[src/include/lbmjc_pkg.sv]
// Purpose: Shared constants and types for the loopback, monitor and jitter block
// Assumes: 100 MHz system clock, 8-bit register port
// Notes: Offsets are register indices on the plain register port
package lbmjc_pkg;
    // ----------------------------------------
    // Timing
    // ----------------------------------------
    localparam int CLK_HZ = 100_000_000;
    localparam int PERSIST_MS = 5100;
    localparam int SECOND_MS = 1000;
    localparam int PERSIST_CYC = PERSIST_MS * (CLK_HZ / 1000);
    localparam int SECOND_CYC = SECOND_MS * (CLK_HZ / 1000);
    // ----------------------------------------
    // Register map
    // ----------------------------------------
    localparam int ADDR_W = 5;
    localparam logic [4:0] LOOP_CTRL_OFS = 5'h00;
    localparam logic [4:0] PATTERN_DETECT_REG_OFS = 5'h01;
    localparam logic [4:0] CHANNEL_STATUS_REG_A_OFS = 5'h02;
    localparam logic [4:0] MONITOR_SEL_OFS = 5'h03;
    localparam logic [4:0] RX_CONFIG_REG_OFS = 5'h04;
    localparam logic [4:0] JITTER_MEAS_REG_OFS = 5'h05;
    localparam logic [4:0] POS_PEAK_HIGH_OFS = 5'h06;
    localparam logic [4:0] POS_PEAK_LOW_OFS = 5'h07;
    localparam logic [4:0] NEG_PEAK_HIGH_OFS = 5'h08;
    localparam logic [4:0] NEG_PEAK_LOW_OFS = 5'h09;
    localparam logic [4:0] TIMER_INT_STATUS_REG_OFS = 5'h0A;
    localparam logic [4:0] GLOBAL_CONFIG_REG_OFS = 5'h0B;
    // ----------------------------------------
    // Field positions
    // ----------------------------------------
    localparam int ANALOG_LOOP_BIT = 0;
    localparam int REMOTE_LOOP_BIT = 1;
    localparam int DIGITAL_LOOP_BIT = 2;
    localparam int AUTO_LOOP_BIT = 3;
    localparam int PATTERN_DIR_BIT = 3;
    localparam int AUTO_ACTIVE_BIT = 7;
    localparam int JIT_BW_BIT = 0;
    localparam int JIT_AUTO_BIT = 1;
    localparam int JIT_STOP_BIT = 2;
    localparam int TICK_FLAG_BIT = 0;
    localparam int TICK_MASK_BIT = 0;
    // ----------------------------------------
    // Reset values and codes
    // ----------------------------------------
    localparam logic [7:0] REG_RST = 8'h00;
    localparam logic [7:0] GCF_RST = 8'h01;
    localparam logic [2:0] TERM_EXTERNAL = 3'h0;
    localparam logic [15:0] PEAK_RST = 16'h0000;

    typedef struct packed {
        logic pos;
        logic neg;
    } lbmjc_sym_type;
endpackage

[src/rtl/lbmjc_top.sv]
// Purpose: Channel 0 loopback selection, line monitoring and jitter peak capture
// Assumes: Inband detector, jitter demodulator and generators sit outside, on sys_clk_in
// Notes: All stream outputs are registered, one cycle behind their sources
//
// Design decisions made here: the address-and-strobe port and the address map.
`timescale 1ns/1ps
`default_nettype none
module lbmjc_top
    import lbmjc_pkg::*;
#(
    parameter int PERSIST_CYCLES = PERSIST_CYC,
    parameter int SECOND_CYCLES = SECOND_CYC,
    parameter int JIT_W = 16
) (
    input wire logic sys_clk_in,
    input wire logic sys_rst_in,
    input wire logic [ADDR_W-1:0] reg_addr_in,
    input wire logic [7:0] reg_wdata_in,
    input wire logic reg_wr_in,
    input wire logic reg_rd_in,
    output logic [7:0] reg_rdata_out,
    input wire lbmjc_sym_type rx_line_pos_pin_in,
    input wire lbmjc_sym_type tx_sys_in,
    input wire lbmjc_sym_type tx_jitter_att_in,
    input wire lbmjc_sym_type rx_jitter_att_in,
    input wire lbmjc_sym_type rx_pattern_in,
    input wire logic rx_pattern_en_in,
    input wire lbmjc_sym_type tx_pattern_in,
    input wire logic tx_pattern_en_in,
    input wire lbmjc_sym_type rx_ais_in,
    input wire logic rx_ais_en_in,
    input wire lbmjc_sym_type tx_ais_in,
    input wire logic tx_ais_en_in,
    input wire logic ib_activate_det_in,
    input wire logic ib_deactivate_det_in,
    input wire lbmjc_sym_type [15:1] mon_rx_in,
    input wire lbmjc_sym_type [15:1] mon_tx_in,
    input wire logic rx_jitter_att_en_in,
    input wire logic signed [JIT_W-1:0] jitter_sample_in,
    input wire logic jitter_valid_in,
    output lbmjc_sym_type tx_line_pos_pin_out,
    output lbmjc_sym_type rx_decoder_out,
    output lbmjc_sym_type rx_system_out,
    output lbmjc_sym_type rx_los_ais_mon_out,
    output lbmjc_sym_type tx_detect_out,
    output logic tx_clk_status_ignore_out,
    output logic [2:0] rx_term_sel_out,
    output logic jitter_bandwidth_sel_out,
    output logic second_tick_event_out
);
    // ----------------------------------------
    // Register file
    // ----------------------------------------
    logic [7:0] loop_ctrl_ff;
    logic pattern_detect_dir_ff;
    logic [5:0] monitor_select_ff;
    logic [2:0] rx_term_ff;
    logic [2:0] jitter_meas_ff;
    logic second_tick_flag_ff;
    logic second_tick_mask_ff;
    logic [7:0] rdata_ff;
    logic auto_loop_active_ff;
    logic [JIT_W-1:0] pos_buf_ff;
    logic [JIT_W-1:0] neg_buf_ff;
    logic [JIT_W-1:0] pos_res_ff;
    logic [JIT_W-1:0] neg_res_ff;

    wire analog_loop_en = loop_ctrl_ff[ANALOG_LOOP_BIT];
    wire remote_loop_manual_en = loop_ctrl_ff[REMOTE_LOOP_BIT];
    wire digital_loop_manual_en = loop_ctrl_ff[DIGITAL_LOOP_BIT];
    wire auto_loop_en = loop_ctrl_ff[AUTO_LOOP_BIT];
    wire jitter_period_auto = jitter_meas_ff[JIT_AUTO_BIT];
    wire jitter_capture_strobe = jitter_meas_ff[JIT_STOP_BIT];

    wire wr_loop = reg_wr_in && reg_addr_in == LOOP_CTRL_OFS;
    wire wr_pd = reg_wr_in && reg_addr_in == PATTERN_DETECT_REG_OFS;
    wire wr_mon = reg_wr_in && reg_addr_in == MONITOR_SEL_OFS;
    wire wr_rcf = reg_wr_in && reg_addr_in == RX_CONFIG_REG_OFS;
    wire wr_jm = reg_wr_in && reg_addr_in == JITTER_MEAS_REG_OFS;
    wire wr_tm = reg_wr_in && reg_addr_in == TIMER_INT_STATUS_REG_OFS;
    wire wr_gcf = reg_wr_in && reg_addr_in == GLOBAL_CONFIG_REG_OFS;

    always_ff @(posedge sys_clk_in or posedge sys_rst_in) begin
        if (sys_rst_in) begin
            loop_ctrl_ff <= REG_RST;
            pattern_detect_dir_ff <= 1'b0;
            monitor_select_ff <= 6'h00;
            rx_term_ff <= 3'h0;
            jitter_meas_ff <= 3'h0;
            second_tick_mask_ff <= GCF_RST[TICK_MASK_BIT];
        end else begin
            if (wr_loop) loop_ctrl_ff <= {4'h0, reg_wdata_in[3:0]};
            if (wr_pd) pattern_detect_dir_ff <= reg_wdata_in[PATTERN_DIR_BIT];
            if (wr_mon) monitor_select_ff <= reg_wdata_in[5:0];
            if (wr_rcf) rx_term_ff <= reg_wdata_in[2:0];
            if (wr_jm) jitter_meas_ff <= reg_wdata_in[2:0];
            if (wr_gcf) second_tick_mask_ff <= reg_wdata_in[TICK_MASK_BIT];
        end
    end

    // ----------------------------------------
    // Read port, data one cycle after strobe
    // ----------------------------------------
    logic [7:0] rd_mux;
    always_comb begin
        unique case (reg_addr_in)
            LOOP_CTRL_OFS: rd_mux = loop_ctrl_ff;
            PATTERN_DETECT_REG_OFS: rd_mux = {4'h0, pattern_detect_dir_ff, 3'h0};
            CHANNEL_STATUS_REG_A_OFS: rd_mux = {auto_loop_active_ff, 7'h00};
            MONITOR_SEL_OFS: rd_mux = {2'h0, monitor_select_ff};
            RX_CONFIG_REG_OFS: rd_mux = {5'h00, rx_term_ff};
            JITTER_MEAS_REG_OFS: rd_mux = {5'h00, jitter_meas_ff};
            POS_PEAK_HIGH_OFS: rd_mux = pos_res_ff[15:8];
            POS_PEAK_LOW_OFS: rd_mux = pos_res_ff[7:0];
            NEG_PEAK_HIGH_OFS: rd_mux = neg_res_ff[15:8];
            NEG_PEAK_LOW_OFS: rd_mux = neg_res_ff[7:0];
            TIMER_INT_STATUS_REG_OFS: rd_mux = {7'h00, second_tick_flag_ff};
            GLOBAL_CONFIG_REG_OFS: rd_mux = {7'h00, second_tick_mask_ff};
            default: rd_mux = 8'h00;
        endcase
    end

    always_ff @(posedge sys_clk_in or posedge sys_rst_in) begin
        if (sys_rst_in) rdata_ff <= 8'h00;
        else rdata_ff <= reg_rd_in ? rd_mux : 8'h00;
    end
    assign reg_rdata_out = rdata_ff;

    // ----------------------------------------
    // Automatic loopback from inband codes
    // ----------------------------------------
    // Detector flags already apply the one-percent error tolerance
    logic [31:0] act_cnt_ff;
    logic [31:0] deact_cnt_ff;
    wire act_done = act_cnt_ff == 32'(PERSIST_CYCLES);
    wire deact_done = deact_cnt_ff == 32'(PERSIST_CYCLES);

    always_ff @(posedge sys_clk_in or posedge sys_rst_in) begin
        if (sys_rst_in) begin
            act_cnt_ff <= 32'h0;
            deact_cnt_ff <= 32'h0;
        end else begin
            act_cnt_ff <= !(ib_activate_det_in && auto_loop_en) ? 32'h0 : act_cnt_ff + 32'(!act_done);
            deact_cnt_ff <= !(ib_deactivate_det_in && auto_loop_en) ? 32'h0 : deact_cnt_ff + 32'(!deact_done);
        end
    end

    // Held beyond the limit: one cycle past the full count
    wire nxt_auto_loop_active = !auto_loop_en ? 1'b0
        : (act_done && ib_activate_det_in) ? 1'b1
        : (deact_done && ib_deactivate_det_in) ? 1'b0
        : auto_loop_active_ff;

    always_ff @(posedge sys_clk_in or posedge sys_rst_in) begin
        if (sys_rst_in) auto_loop_active_ff <= 1'b0;
        else auto_loop_active_ff <= nxt_auto_loop_active;
    end

    // Direction is read live, so it must stay put while automatic loopback runs
    wire remote_active = !analog_loop_en
        && (remote_loop_manual_en || (auto_loop_active_ff && !pattern_detect_dir_ff));
    wire digital_active = !analog_loop_en
        && (digital_loop_manual_en || (auto_loop_active_ff && pattern_detect_dir_ff));

    // ----------------------------------------
    // Line monitoring source select
    // ----------------------------------------
    // Codes 1-15 pick a receiver, 17-31 a transmitter; bit 5 is ignored, and a zero low nibble idles
    wire [3:0] mon_chan = monitor_select_ff[3:0];
    wire mon_active = monitor_select_ff != 6'h00 && mon_chan != 4'h0;
    wire lbmjc_sym_type mon_sym = monitor_select_ff[4] ? mon_tx_in[mon_chan] : mon_rx_in[mon_chan];
    // Only our own input is swapped; the watched channel is untouched
    wire lbmjc_sym_type line_in = mon_active ? mon_sym : rx_line_pos_pin_in;

    // ----------------------------------------
    // Datapath substitution and priority
    // ----------------------------------------
    lbmjc_sym_type nxt_tx_line;
    lbmjc_sym_type nxt_rx_dec;
    lbmjc_sym_type nxt_rx_sys;
    always_comb begin
        if (tx_pattern_en_in) nxt_tx_line = tx_pattern_in;
        else if (remote_active) nxt_tx_line = rx_jitter_att_in;
        else if (tx_ais_en_in && !analog_loop_en && !digital_active) nxt_tx_line = tx_ais_in;
        else nxt_tx_line = tx_jitter_att_in;
    end

    always_comb begin
        if (digital_active) nxt_rx_dec = tx_jitter_att_in;
        else if (analog_loop_en) nxt_rx_dec = nxt_tx_line;
        else nxt_rx_dec = line_in;
    end

    // AIS on receive is only allowed in normal and remote operation
    wire rx_ais_ok = !analog_loop_en && !digital_active;
    always_comb begin
        if (rx_pattern_en_in) nxt_rx_sys = rx_pattern_in;
        else if (rx_ais_en_in && rx_ais_ok) nxt_rx_sys = rx_ais_in;
        else nxt_rx_sys = nxt_rx_dec;
    end

    lbmjc_sym_type tx_line_ff;
    lbmjc_sym_type rx_dec_ff;
    lbmjc_sym_type rx_sys_ff;
    lbmjc_sym_type rx_mon_ff;
    lbmjc_sym_type tx_det_ff;
    logic tx_clk_ign_ff;
    logic [2:0] term_ff;
    always_ff @(posedge sys_clk_in or posedge sys_rst_in) begin
        if (sys_rst_in) begin
            tx_line_ff <= '0;
            rx_dec_ff <= '0;
            rx_sys_ff <= '0;
            rx_mon_ff <= '0;
            tx_det_ff <= '0;
            tx_clk_ign_ff <= 1'b0;
            term_ff <= 3'h0;
        end else begin
            tx_line_ff <= nxt_tx_line;
            rx_dec_ff <= nxt_rx_dec;
            rx_sys_ff <= nxt_rx_sys;
            rx_mon_ff <= analog_loop_en ? nxt_tx_line : line_in;
            tx_det_ff <= tx_sys_in;
            tx_clk_ign_ff <= remote_active;
            term_ff <= mon_active ? TERM_EXTERNAL : rx_term_ff;
        end
    end
    assign tx_line_pos_pin_out = tx_line_ff;
    assign rx_decoder_out = rx_dec_ff;
    assign rx_system_out = rx_sys_ff;
    assign rx_los_ais_mon_out = rx_mon_ff;
    assign tx_detect_out = tx_det_ff;
    assign tx_clk_status_ignore_out = tx_clk_ign_ff;
    assign rx_term_sel_out = term_ff;

    // ----------------------------------------
    // Jitter peak measurement
    // ----------------------------------------
    logic [31:0] sec_cnt_ff;
    logic stop_d_ff;
    wire sec_tick = jitter_period_auto && sec_cnt_ff == 32'(SECOND_CYCLES - 1);
    wire stop_rise = !jitter_period_auto && jitter_capture_strobe && !stop_d_ff;
    wire transfer = sec_tick || stop_rise;
    wire meas_en = rx_jitter_att_en_in && jitter_valid_in;
    wire sample_neg = jitter_sample_in[JIT_W-1];
    wire [JIT_W-1:0] sample_mag = sample_neg ? JIT_W'(-jitter_sample_in) : JIT_W'(jitter_sample_in);
    wire pos_new = meas_en && !sample_neg && sample_mag > pos_buf_ff;
    wire neg_new = meas_en && sample_neg && sample_mag > neg_buf_ff;

    always_ff @(posedge sys_clk_in or posedge sys_rst_in) begin
        if (sys_rst_in) begin
            sec_cnt_ff <= 32'h0;
            stop_d_ff <= 1'b0;
        end else begin
            sec_cnt_ff <= (!jitter_period_auto || sec_tick) ? 32'h0 : sec_cnt_ff + 32'h1;
            stop_d_ff <= jitter_capture_strobe;
        end
    end

    // Transfer restarts the buffers empty, so a peak in that cycle is dropped
    always_ff @(posedge sys_clk_in or posedge sys_rst_in) begin
        if (sys_rst_in) begin
            pos_buf_ff <= PEAK_RST;
            neg_buf_ff <= PEAK_RST;
            pos_res_ff <= PEAK_RST;
            neg_res_ff <= PEAK_RST;
        end else if (transfer) begin
            pos_res_ff <= pos_buf_ff;
            neg_res_ff <= neg_buf_ff;
            pos_buf_ff <= PEAK_RST;
            neg_buf_ff <= PEAK_RST;
        end else begin
            if (pos_new) pos_buf_ff <= sample_mag;
            if (neg_new) neg_buf_ff <= sample_mag;
        end
    end

    // Set wins over a same-cycle write-one clear
    wire nxt_tick_flag = sec_tick || (second_tick_flag_ff && !(wr_tm && reg_wdata_in[TICK_FLAG_BIT]));
    always_ff @(posedge sys_clk_in or posedge sys_rst_in) begin
        if (sys_rst_in) second_tick_flag_ff <= 1'b0;
        else second_tick_flag_ff <= nxt_tick_flag;
    end
    assign second_tick_event_out = second_tick_flag_ff && !second_tick_mask_ff;
    assign jitter_bandwidth_sel_out = jitter_meas_ff[JIT_BW_BIT];
endmodule // lbmjc_top
`default_nettype wire

[config.mk]
export PLATFORM = sky130hd
export DESIGN_NAME = lbmjc_top
export DESIGN_NICKNAME = d
export VERILOG_FILES = /design/src/include/lbmjc_pkg.sv /design/src/rtl/lbmjc_top.sv
export SDC_FILE = /design/constraint.sdc
export NUM_CORES = 1
export LEC_CHECK = 0
export BUFFER_PORTS_ARGS = -buffer_cell sky130_fd_sc_hd__buf_2
export CORE_MARGIN = 2
export CORE_UTILIZATION = 59
export DETAILED_ROUTE_END_ITERATION = 10
export PLACE_DENSITY = 0.8
export RECOVER_POWER = 25
export SYNTH_ARGS = -nofsm -noshare
export SYNTH_HDL_FRONTEND = slang
export SYNTH_SLANG_ARGS = --single-unit
export TNS_END_PERCENT = 100
[constraint.sdc]
create_clock -name sys_clk_in -period 7.92 [get_ports sys_clk_in]
set_input_delay 1.584 -clock sys_clk_in [delete_from_list [all_inputs] [get_ports sys_clk_in]]
set_output_delay 1.584 -clock sys_clk_in [all_outputs]
set_load 0.01 [all_outputs]
== Yosys cells after proc, flatten, opt, wreduce, memory -nomap -nowiden ==
Index checks and enable logic that the tools add are counted.
Word-level totals
  register bits: 203
  input port bits: 117
  word-level logic and storage cells: 129
Cells by class
  $add $sub $neg: 4
  order comparisons: 3
  eq/ne operators: 15
  muxes and demuxes: 27
  reduce and logical (&&, ||, !) cells: 51
Operators with widths (number)
  32-bit 2-to-1 mux: 3
  8-bit case mux with 12 select lines: 1
  16-bit 2-to-1 mux: 5
  32-bit by 1-bit adder with 32-bit output: 2
  32-bit by 29-bit equality test with 1-bit output (second input constant): 2
  32-bit by 1-bit adder with 32-bit output (second input constant): 1
  32-bit by 27-bit equality test with 1-bit output (second input constant): 1
  16-bit > comparator: 2
  1-bit logical AND: 31
  2-bit 2-to-1 mux: 11
  5-bit by 3-bit equality test with 1-bit output (second input constant): 4
  5-bit by 4-bit equality test with 1-bit output (second input constant): 4
  2-bit binary-select mux with 4-bit select: 2
  16-bit negator: 1
  5-bit by 2-bit equality test with 1-bit output (second input constant): 2
  1-bit zero test: 10
  8-bit 2-to-1 mux: 1
  6-bit nonzero test: 1
  5-bit by 1-bit equality test with 1-bit output (second input constant): 1
  5-bit zero test: 1
  1-bit logical OR: 5
  4-bit by 5-bit less-than comparator with 1-bit output (second input constant): 1
  2-bit nonzero test: 2
  4-bit nonzero test: 1
  3 further kinds: 5

== Logic depth before layout (Yosys ltp) ==
Gate-level depths: netlist of the first run.
  depth after elaboration: 12
  mapped depth: 14
  gate-level depth less buffers: 13

== Least setup slack after synthesis of the first run ==
Ideal clock, no wire load.
  path type: input-to-reg
  from: input jitter_sample_in[1]
  to: register pos_buf_ff[0]
  library setup time: 0.079 ns
  arrival: 4.543 ns
  setup slack: 3.298 ns
  stages: 12
  buffers on the path: 1
  path through: or4_1 nand2b_1 o41ai_1 xnor2_1 ha_1 nand2_1 nor2_1 a211oi_1 o21ai_0 o31ai_2 buf_2 mux2i_1
On the way
  longest elaborated chain between the ends: 5
Ends and longest elaborated chain
  from (decl): line lbmjc_top.sv:39  | input wire logic signed [JIT_W-1:0] jitter_sample_in,
  16-bit negator: line lbmjc_top.sv:246  | wire [JIT_W-1:0] sample_mag = sample_neg ? JIT_W'(-jitter_sample_in) : JIT_W'(jitter_sample_in);
  16-bit 2-to-1 mux *: line lbmjc_top.sv:246
  16-bit > comparator *: line lbmjc_top.sv:247  | wire pos_new = meas_en && !sample_neg && sample_mag > pos_buf_ff;
  1-bit logical AND *: line lbmjc_top.sv:247
  2-bit nonzero test (no line) *
  to (signal assigned): line lbmjc_top.sv:273  | if (pos_new) pos_buf_ff <= sample_mag;
  to (decl): line lbmjc_top.sv:63  | logic [JIT_W-1:0] pos_buf_ff;
Every way passes the cells marked *; elsewhere a longest branch is shown, timed or not.
A chain may end at the register's enable or synchronous reset.

== Worst setup path after layout of the first run ==
  from: input jitter_sample_in[1]
  to: register neg_buf_ff[3]
On the way
  longest elaborated chain between the ends: 5
Ends and longest elaborated chain
  16-bit negator: line lbmjc_top.sv:246
  16-bit 2-to-1 mux *: line lbmjc_top.sv:246
  16-bit > comparator: line lbmjc_top.sv:248  | wire neg_new = meas_en && sample_neg && sample_mag > neg_buf_ff;
  1-bit logical AND: line lbmjc_top.sv:248
  2-bit nonzero test (no line)
  to (signal assigned): line lbmjc_top.sv:274  | if (neg_new) neg_buf_ff <= sample_mag;
  to (decl): line lbmjc_top.sv:64  | logic [JIT_W-1:0] neg_buf_ff;
Every way passes the cells marked *; elsewhere a longest branch is shown, timed or not. The select of a mux whose other input is x is not followed.

==> impl_results.md, run 1 <==
* Status: complete, but fails checks
* Violated checks: design-rule violations
* Routed WL per cell at 16.9 um
* FP Rows at 49
* Synth area leader: dfrtp_1
* Worst-path maximum fanout at 15
* Max_cap viols at 0
* Worst VDD drop at 0.000200 V
* Post-Syn Area at around 11000 um2
* Cell family with most CP delay: simple AND/OR/NAND/NOR gates
* R2r setup slk at 4620 ps
* Pleak at approximately 0.0056 uW
* CTS Buffer Depth at 3
* Nets at 1414
* Top area cells in the synthesized netlist: dfrtp_1 46%, nand2_1 4.7%, ha_1 4.4%
* Drt total wl at 25400 um
* Worst path slowest cell: and2_1
* Crit path kind: primary input to register
* Rel. slew slack at 19.1%
* Clock transition at the registers of the reported paths at 60 ps
* Final period util at between 60% and 70%
* Layout cells sized above 1 at around 17%
* Skew final at 9.58 ps
* Die Wd at 140 um
* Cts hold-fix bufs at 0
* Post-CTS setup buffers at 0
* CP Buf/Inv Count at 1
* First-pass GRT wire length at 41700 um
* Worst Path Required at 8330 ps
* Clock Root Buffer: clkbuf_16
* Core box area at about 18000 um2
* Final setup fails at 0
* Final Max Slew Viols at 0
* Yosys warnings at 0
* Fmax achieved at 202 MHz
* RSZ-0062 raised after global routing: no
* Layout fillers at 1350
* Main synth FF type: dfrtp_1
* CP cell instances: buf_2 > or4_1 > nand2b_1 > o41ai_1 > xnor2_1 > ha_1 > nand4_1 > nor4_1 > o21ai_0 > o211ai_1 > and2_1 > mux2i_1
* GR Overflow Total at 0
* Antenna-violating nets left at 0
* Worst slew pin tran at 1210 ps
* Yosys reg bits at 203
* CTS tree: yes
* Cell Pwr Density at 250 nW/um2
* Inserted Diodes at 0
* I/O Buffers at 138
* Clock Latency Late Sink at 500 ps
* Vias per inst at around 5.9
* Via count at 8894
* DRC at 5
* Final hold slack at 481 ps
* Die H at 140 um
* Minimum clock period at 4950 ps
* Initial antenna violation count at 0
* Sequential cell area fraction in the yosys report at 46.5%
* CTS resizes at 0
* TritonCTS Buffers at 23
* Mapped Cells at about 1100
* Hold WC Path Type: register to register
* Vias in the first global route at 8564
* Die ar. at a little under 20000 um2
* Startpoint Class: primary input
* Number of synthesized flops with an enable pin at 0
* Arr. time, crit path at 5350 ps
* Hpwl dp at 18000 um
* Io pins at 141
* Clk sink count at 203
* Starting density of the core at 60.4%
* Async SR Flop Fraction at 100%
* Setup TNS Final at 0 ps
* DRT Pass-1 Iters at 9
* Mapped Avg Cell Area at between 9 and 10 um2
* Post-synth cell types at 65
* Synth-to-Final Area Change at 14.9%
* 1st-iter DRT viols at 815
* Fin. Hold Viols at 0
* Crit path largest cell delay at approximately 880 ps
* GPL Wtd Cong at 0.821
* Commonest non-fill, non-tap cell in the layout: dfrtp_1
* Yosys top cell area share at between 40% and 50%
* Overall Global Routing Usage at 25.8%
* Crit end category: register
* Largest net degree at the start of global routing at 139
* Number of H-tree levels at 1
* Most frequent cells in the layout: 202 x dfrtp_1, 136 x nand2_1, 136 x buf_2, 113 x nor2_1, 62 x o21ai_0
* Synthesized Nets at 1285
==> state kept, by name (all words and copies together), names as in the netlist <==
| name | count |
|---|---|
| tx_line_pos_pin_out | 2 |
| rx_los_ais_mon_out | 2 |
| rx_term_ff | 3 |
| tx_clk_status_ignore_out | 1 |
| jitter_meas_ff | 3 |
| second_tick_flag_ff | 1 |
| rx_decoder_out | 2 |
| pos_buf_ff | 16 |
| deact_cnt_ff | 32 |
| loop_ctrl_ff | 4 |
| neg_res_ff | 16 |
| second_tick_mask_ff | 1 |
| pos_res_ff | 16 |
| rx_system_out | 2 |
| tx_detect_out | 2 |
| monitor_select_ff | 6 |
| sec_cnt_ff | 32 |
| rx_term_sel_out | 3 |
| reg_rdata_out | 8 |
| neg_buf_ff | 16 |
| auto_loop_active_ff | 1 |
| stop_d_ff | 1 |
| pattern_detect_dir_ff | 1 |
| act_cnt_ff | 32 |
==> per-layer routing <==
metal	wire (um)	vias to the layer above	global-route usage (%)	part of all wire, %
met2	12500	223	42.3	49
li1	-	4234	-	-
met3	1020	54	3.01	4.0
met4	707	0	7.76	2.8
met5	0	-	0	0
met1	11200	4383	36.7	44
==> cell usage after synthesis (11+ instances only) <==
master and instances:
a21oi_1 34, a22oi_1 21, a31oi_1 11, and2_1 11, and3_1 26, clkbuf_1 24, dfrtp_1 202, ha_1 38
inv_1 54, mux2_2 30, mux2i_1 42, nand2_1 136, nand3_1 49, nand4_1 31, nor2_1 113, nor3_1 20
nor4_1 14, o21ai_0 62, or3_1 18, xnor2_1 47, xor2_1 41
==> worst reg2reg max path: cells and delay by family, from the launching register on <==
| kind | cells | cell delay [ps] |
|---|---|---|
| compound gates | 3 | 800 |
| simple gates | 2 | 1660 |
| flops | 1 | 720 |
==> logic make-up after synthesis <==
kind of cell / share of synthesized area, %
simple gates: 20.6
flops: 46.5
compound gates: 9.41
buf+inv: 3.31
xor+xnor: 7.05
mux: 8.76
fa+ha+maj: 4.35
==> through the flow <==
step / worst slack, ps / instances / util (%) / power, uW / instance area [um2]
2_1_floorplan: 799 / 1130 / - / 1850 / 10900
3_3_place_gp: 2680 / 1463 / 65.2 / 2040 / 11800
3_5_place_dp: 2530 / 1463 / 65.2 / 2080 / 11800
4_1_cts: 3000 / 1504 / 69.5 / 3160 / 12600
5_1_grt: 2680 / 1504 / 69.4 / 3310 / 12600
6_report: 2970 / 1504 / 69.4 / 3140 / 12600
==> report_power, final <==
group          switching, uW  leakage (uW)  internal [uW]  total [uW]
clock network            421      0.000365            648        1070
logic                    417       0.00253            298         715
registers                138       0.00274           1220        1360
total                    976       0.00563           2170        3140
==> final cells by class <==
| class | instances | area [um2] | area share (%) |
|---|---|---|---|
| clock inverter | 9 | 113 | 0.897 |
| tap | 229 | 287 | 2.28 |
| clock buffer | 32 | 659 | 5.25 |
| sequential | 203 | 5080 | 40.5 |
| timing repair buffer | 141 | 711 | 5.66 |
| multi-input combinational | 836 | 5490 | 43.8 |
| inverter | 54 | 210 | 1.67 |
==> path summary, 6_finish.rpt <==
kind,cells after the start,endpoint,startpoint
max reg2reg,5,rx_system_out[0]$_DFF_PP0_,monitor_select_ff[0]$_DFFE_PP0P_
min in group asynchronous,2,sec_cnt_ff[22]$_DFF_PP0_,sys_rst_in
max in group asynchronous,3,neg_res_ff[6]$_DFFE_PP0N_,sys_rst_in
max,12,neg_buf_ff[3]$_DFFE_PP0P_,jitter_sample_in[1]
min reg2reg,2,neg_res_ff[8]$_DFFE_PP0N_,neg_res_ff[8]$_DFFE_PP0N_
min,2,neg_res_ff[8]$_DFFE_PP0N_,neg_res_ff[8]$_DFFE_PP0N_
Note: power is estimated with default switching activity, not from simulation.
==> inputs of run 2 (changes only) <==
Settings changed: ABC_AREA set to 1.
Clock period 7.92 ns to 4.85 ns, I/O delays scaled along.
==> impl_results.md, run 2 <==
* Status: complete, but fails checks
* Violated checks: max-capacitance violations, max-slew violations
* Drt total wl at 28000 um
* 1st-iter DRT viols at 837
* Synth area leader: dfrtp_1
* Core box area at 19500 um2
* I/O Buffers at 138
* Async SR Flop Fraction at 100%
* Number of H-tree levels at 1
* Hold WC Path Type: register to register
* Clock transition at the registers of the reported paths at 50 ps
* Most frequent cells in the layout: 333 x nand2_1, 218 x inv_1, 202 x dfrtp_1, 165 x nor2_1, 136 x buf_2
* CTS Buffer Depth at 3
* Cell Pwr Density at around 380 nW/um2
* Area of the multi-input gates at 5570 um2
* DRT Pass-1 Iters at 5
* Main synth FF type: dfrtp_1
* Antenna-violating nets left at 0
* Fin area at 13400 um2
* Routed WL per cell at roughly 14 um
* Worst Path Required at 5190 ps
* GPL Wtd Cong at 0.879
* Post-Syn Area at 11700 um2
* Clk sink count at about 200
* DRC at 0
* Largest net degree at the start of global routing at 124
* Clock Root Buffer: clkbuf_16
* Rel. slew slack at -9.55%
* DP Area at between 10000 and 15000 um2
* FP Rows at 51
* Nets at 1830
* CTS resizes at 0
* Via count at 10700
* Overall Global Routing Usage at 26.8%
* Metal-1 WL at approximately 12000 um
* Mapped Cells at about 1500
* TritonCTS Buffers at 23
* Number of synthesized flops with an enable pin at 0
* Initial antenna violation count at 1
* Post-synth cell types at 54
* Hpwl dp at 20700 um
* Die Wd at 145 um
* Fin. Hold Viols at 0
* Max_cap viols at 2
* Starting density of the core at 60.1%
* Top post-synthesis cells by count: 333 x nand2_1, 219 x inv_1, 202 x dfrtp_1
* Met2 WL at 13300 um
* Skew final at 13.0 ps
* Yosys reg bits at between 200 and 250
* Sequential cell area fraction in the yosys report at a little over two fifths
* Crit end category: register
* Final period util at 74.6%
* Reg area at 5080 um2
* Layout cells sized above 1 at 14.2%
* Count leader, synth: nand2_1
* Yosys top cell area share at between 40% and 50%
* Cts hold-fix bufs at 0
* Die H at 145 um
* RSZ-0062 raised after global routing: no
* Top area cells in the synthesized netlist: dfrtp_1 43%, nand2_1 11%, inv_1 7.0%
* Commonest non-fill, non-tap cell in the layout: nand2_1
* Yosys warnings at 0
* Vias in the first global route at 9787
* Largest regs: act_cnt_ff x32, deact_cnt_ff x32, sec_cnt_ff x32
* Io pins at about 140
* Arr. time, crit path at 3960 ps
* Synthesized Nets at 1693
* GR Overflow Total at 0
* Pleak at 0.00621 uW
* CTS tree: yes
* Worst slew pin tran at 1640 ps
* Startpoint Class: primary input
* Mapped Avg Cell Area at 7.61 um2
* Clock Latency Late Sink at 500 ps
* Highest metal used: met4
* Crit path kind: primary input to register
* Vias per inst at 5.44
* Die ar. at 21000 um2
* Final setup fails at 0
* Synth-to-Final Area Change at 14.2%
* Power, Total at around 5100 uW
* Routed length on met3 at 1840 um
* Fmax achieved at 276 MHz
* Post-CTS setup buffers at 0
* First-pass GRT wire length at 45700 um
* Worst VDD drop at ~0.00023 V
* Minimum clock period at 3620 ps
* Final Core Density at 68.6%
* Worst-path maximum fanout at 31
* Setup TNS Final at 0 ps
* Final Max Slew Viols at around 160
* Layout fillers at 1646
==> run 2: final timing paths <==
| path | start | end | slack [ps] | depth (start not counted) |
|---|---|---|---|---|
| worst max-delay path | jitter_sample_in[0] | pos_buf_ff[12]$_DFFE_PP0P_ | 1230 | 18 |
| worst min-delay path | sec_cnt_ff[0]$_DFF_PP0_ | sec_cnt_ff[0]$_DFF_PP0_ | 460 | 1 |
| worst max register to register | monitor_select_ff[0]$_DFFE_PP0P_ | rx_system_out[0]$_DFF_PP0_ | 1960 | 12 |
| worst min register to register | sec_cnt_ff[0]$_DFF_PP0_ | sec_cnt_ff[0]$_DFF_PP0_ | 460 | 1 |
| max in group asynchronous | sys_rst_in | reg_rdata_out[2]$_DFF_PP0_ | 1690 | 3 |
| min in group asynchronous | sys_rst_in | deact_cnt_ff[20]$_DFF_PP0_ | 810 | 2 |
==> run 2: per-layer routing <==
| layer | vias up | GRT usage, % |
|---|---|---|
| li1 | 5316 | - |
| met1 | 4962 | 36.8 |
| met2 | 330 | 45.0 |
| met3 | 42 | 3.92 |
| met4 | 0 | 6.64 |
| met5 | - | 0 |
==> run 2: critical path, stage by stage <==
cell     delay [ps]
buf_2            90
inv_1           140
ha_1            170
inv_1            50
nor3_1          280
nand2_1         150
o21ai_2         190
nand2_1          90
xor2_1          310
ha_1            330
nand4_1         130
a31oi_1          50
nor3_1          180
nand3_1         100
nand3_1          80
nand2_2         320
nand2_1         200
o21ai_0         120
==> run 2: logic make-up after synthesis <==
| group | share of synthesized area (%) |
|---|---|
| simple gates | 29.8 |
| fa+ha+maj | 4.06 |
| xor+xnor | 2.55 |
| buf+inv | 8.91 |
| mux | 0.0963 |
| compound gates | 11.1 |
| flops | 43.4 |
==> run 2: cell type report <==
class	instances	share of cell area, %
Multi-Input combinational cell	1074	41.7
Sequential cell	203	38.0
Inverter	228	6.43
Timing Repair Buffer	145	5.54
Clock buffer	34	4.99
Tap cell	265	2.48
Clock inverter	6	0.787
Antenna cell	1	0.0187
==> run 2: where the power goes <==
group / leakage, uW / switching (uW) / internal [uW]
logic: 0.00310 / 767 / 400
clock network: 0.000381 / 659 / 1100
registers: 0.00273 / 166 / 1960
total: 0.00621 / 1590 / 3460
==> run 2: stage by stage <==
| stage | setup slack [ps] | hold WS (ps) | cells |
|---|---|---|---|
| after floorplan | 1250 | 395 | 1538 |
| after global placement | 933 | 450 | 1915 |
| after detailed placement | 776 | 443 | 1915 |
| after CTS | 1240 | 462 | 1955 |
| after global routing | 945 | 487 | 1955 |
| final | 1230 | 460 | 1956 |
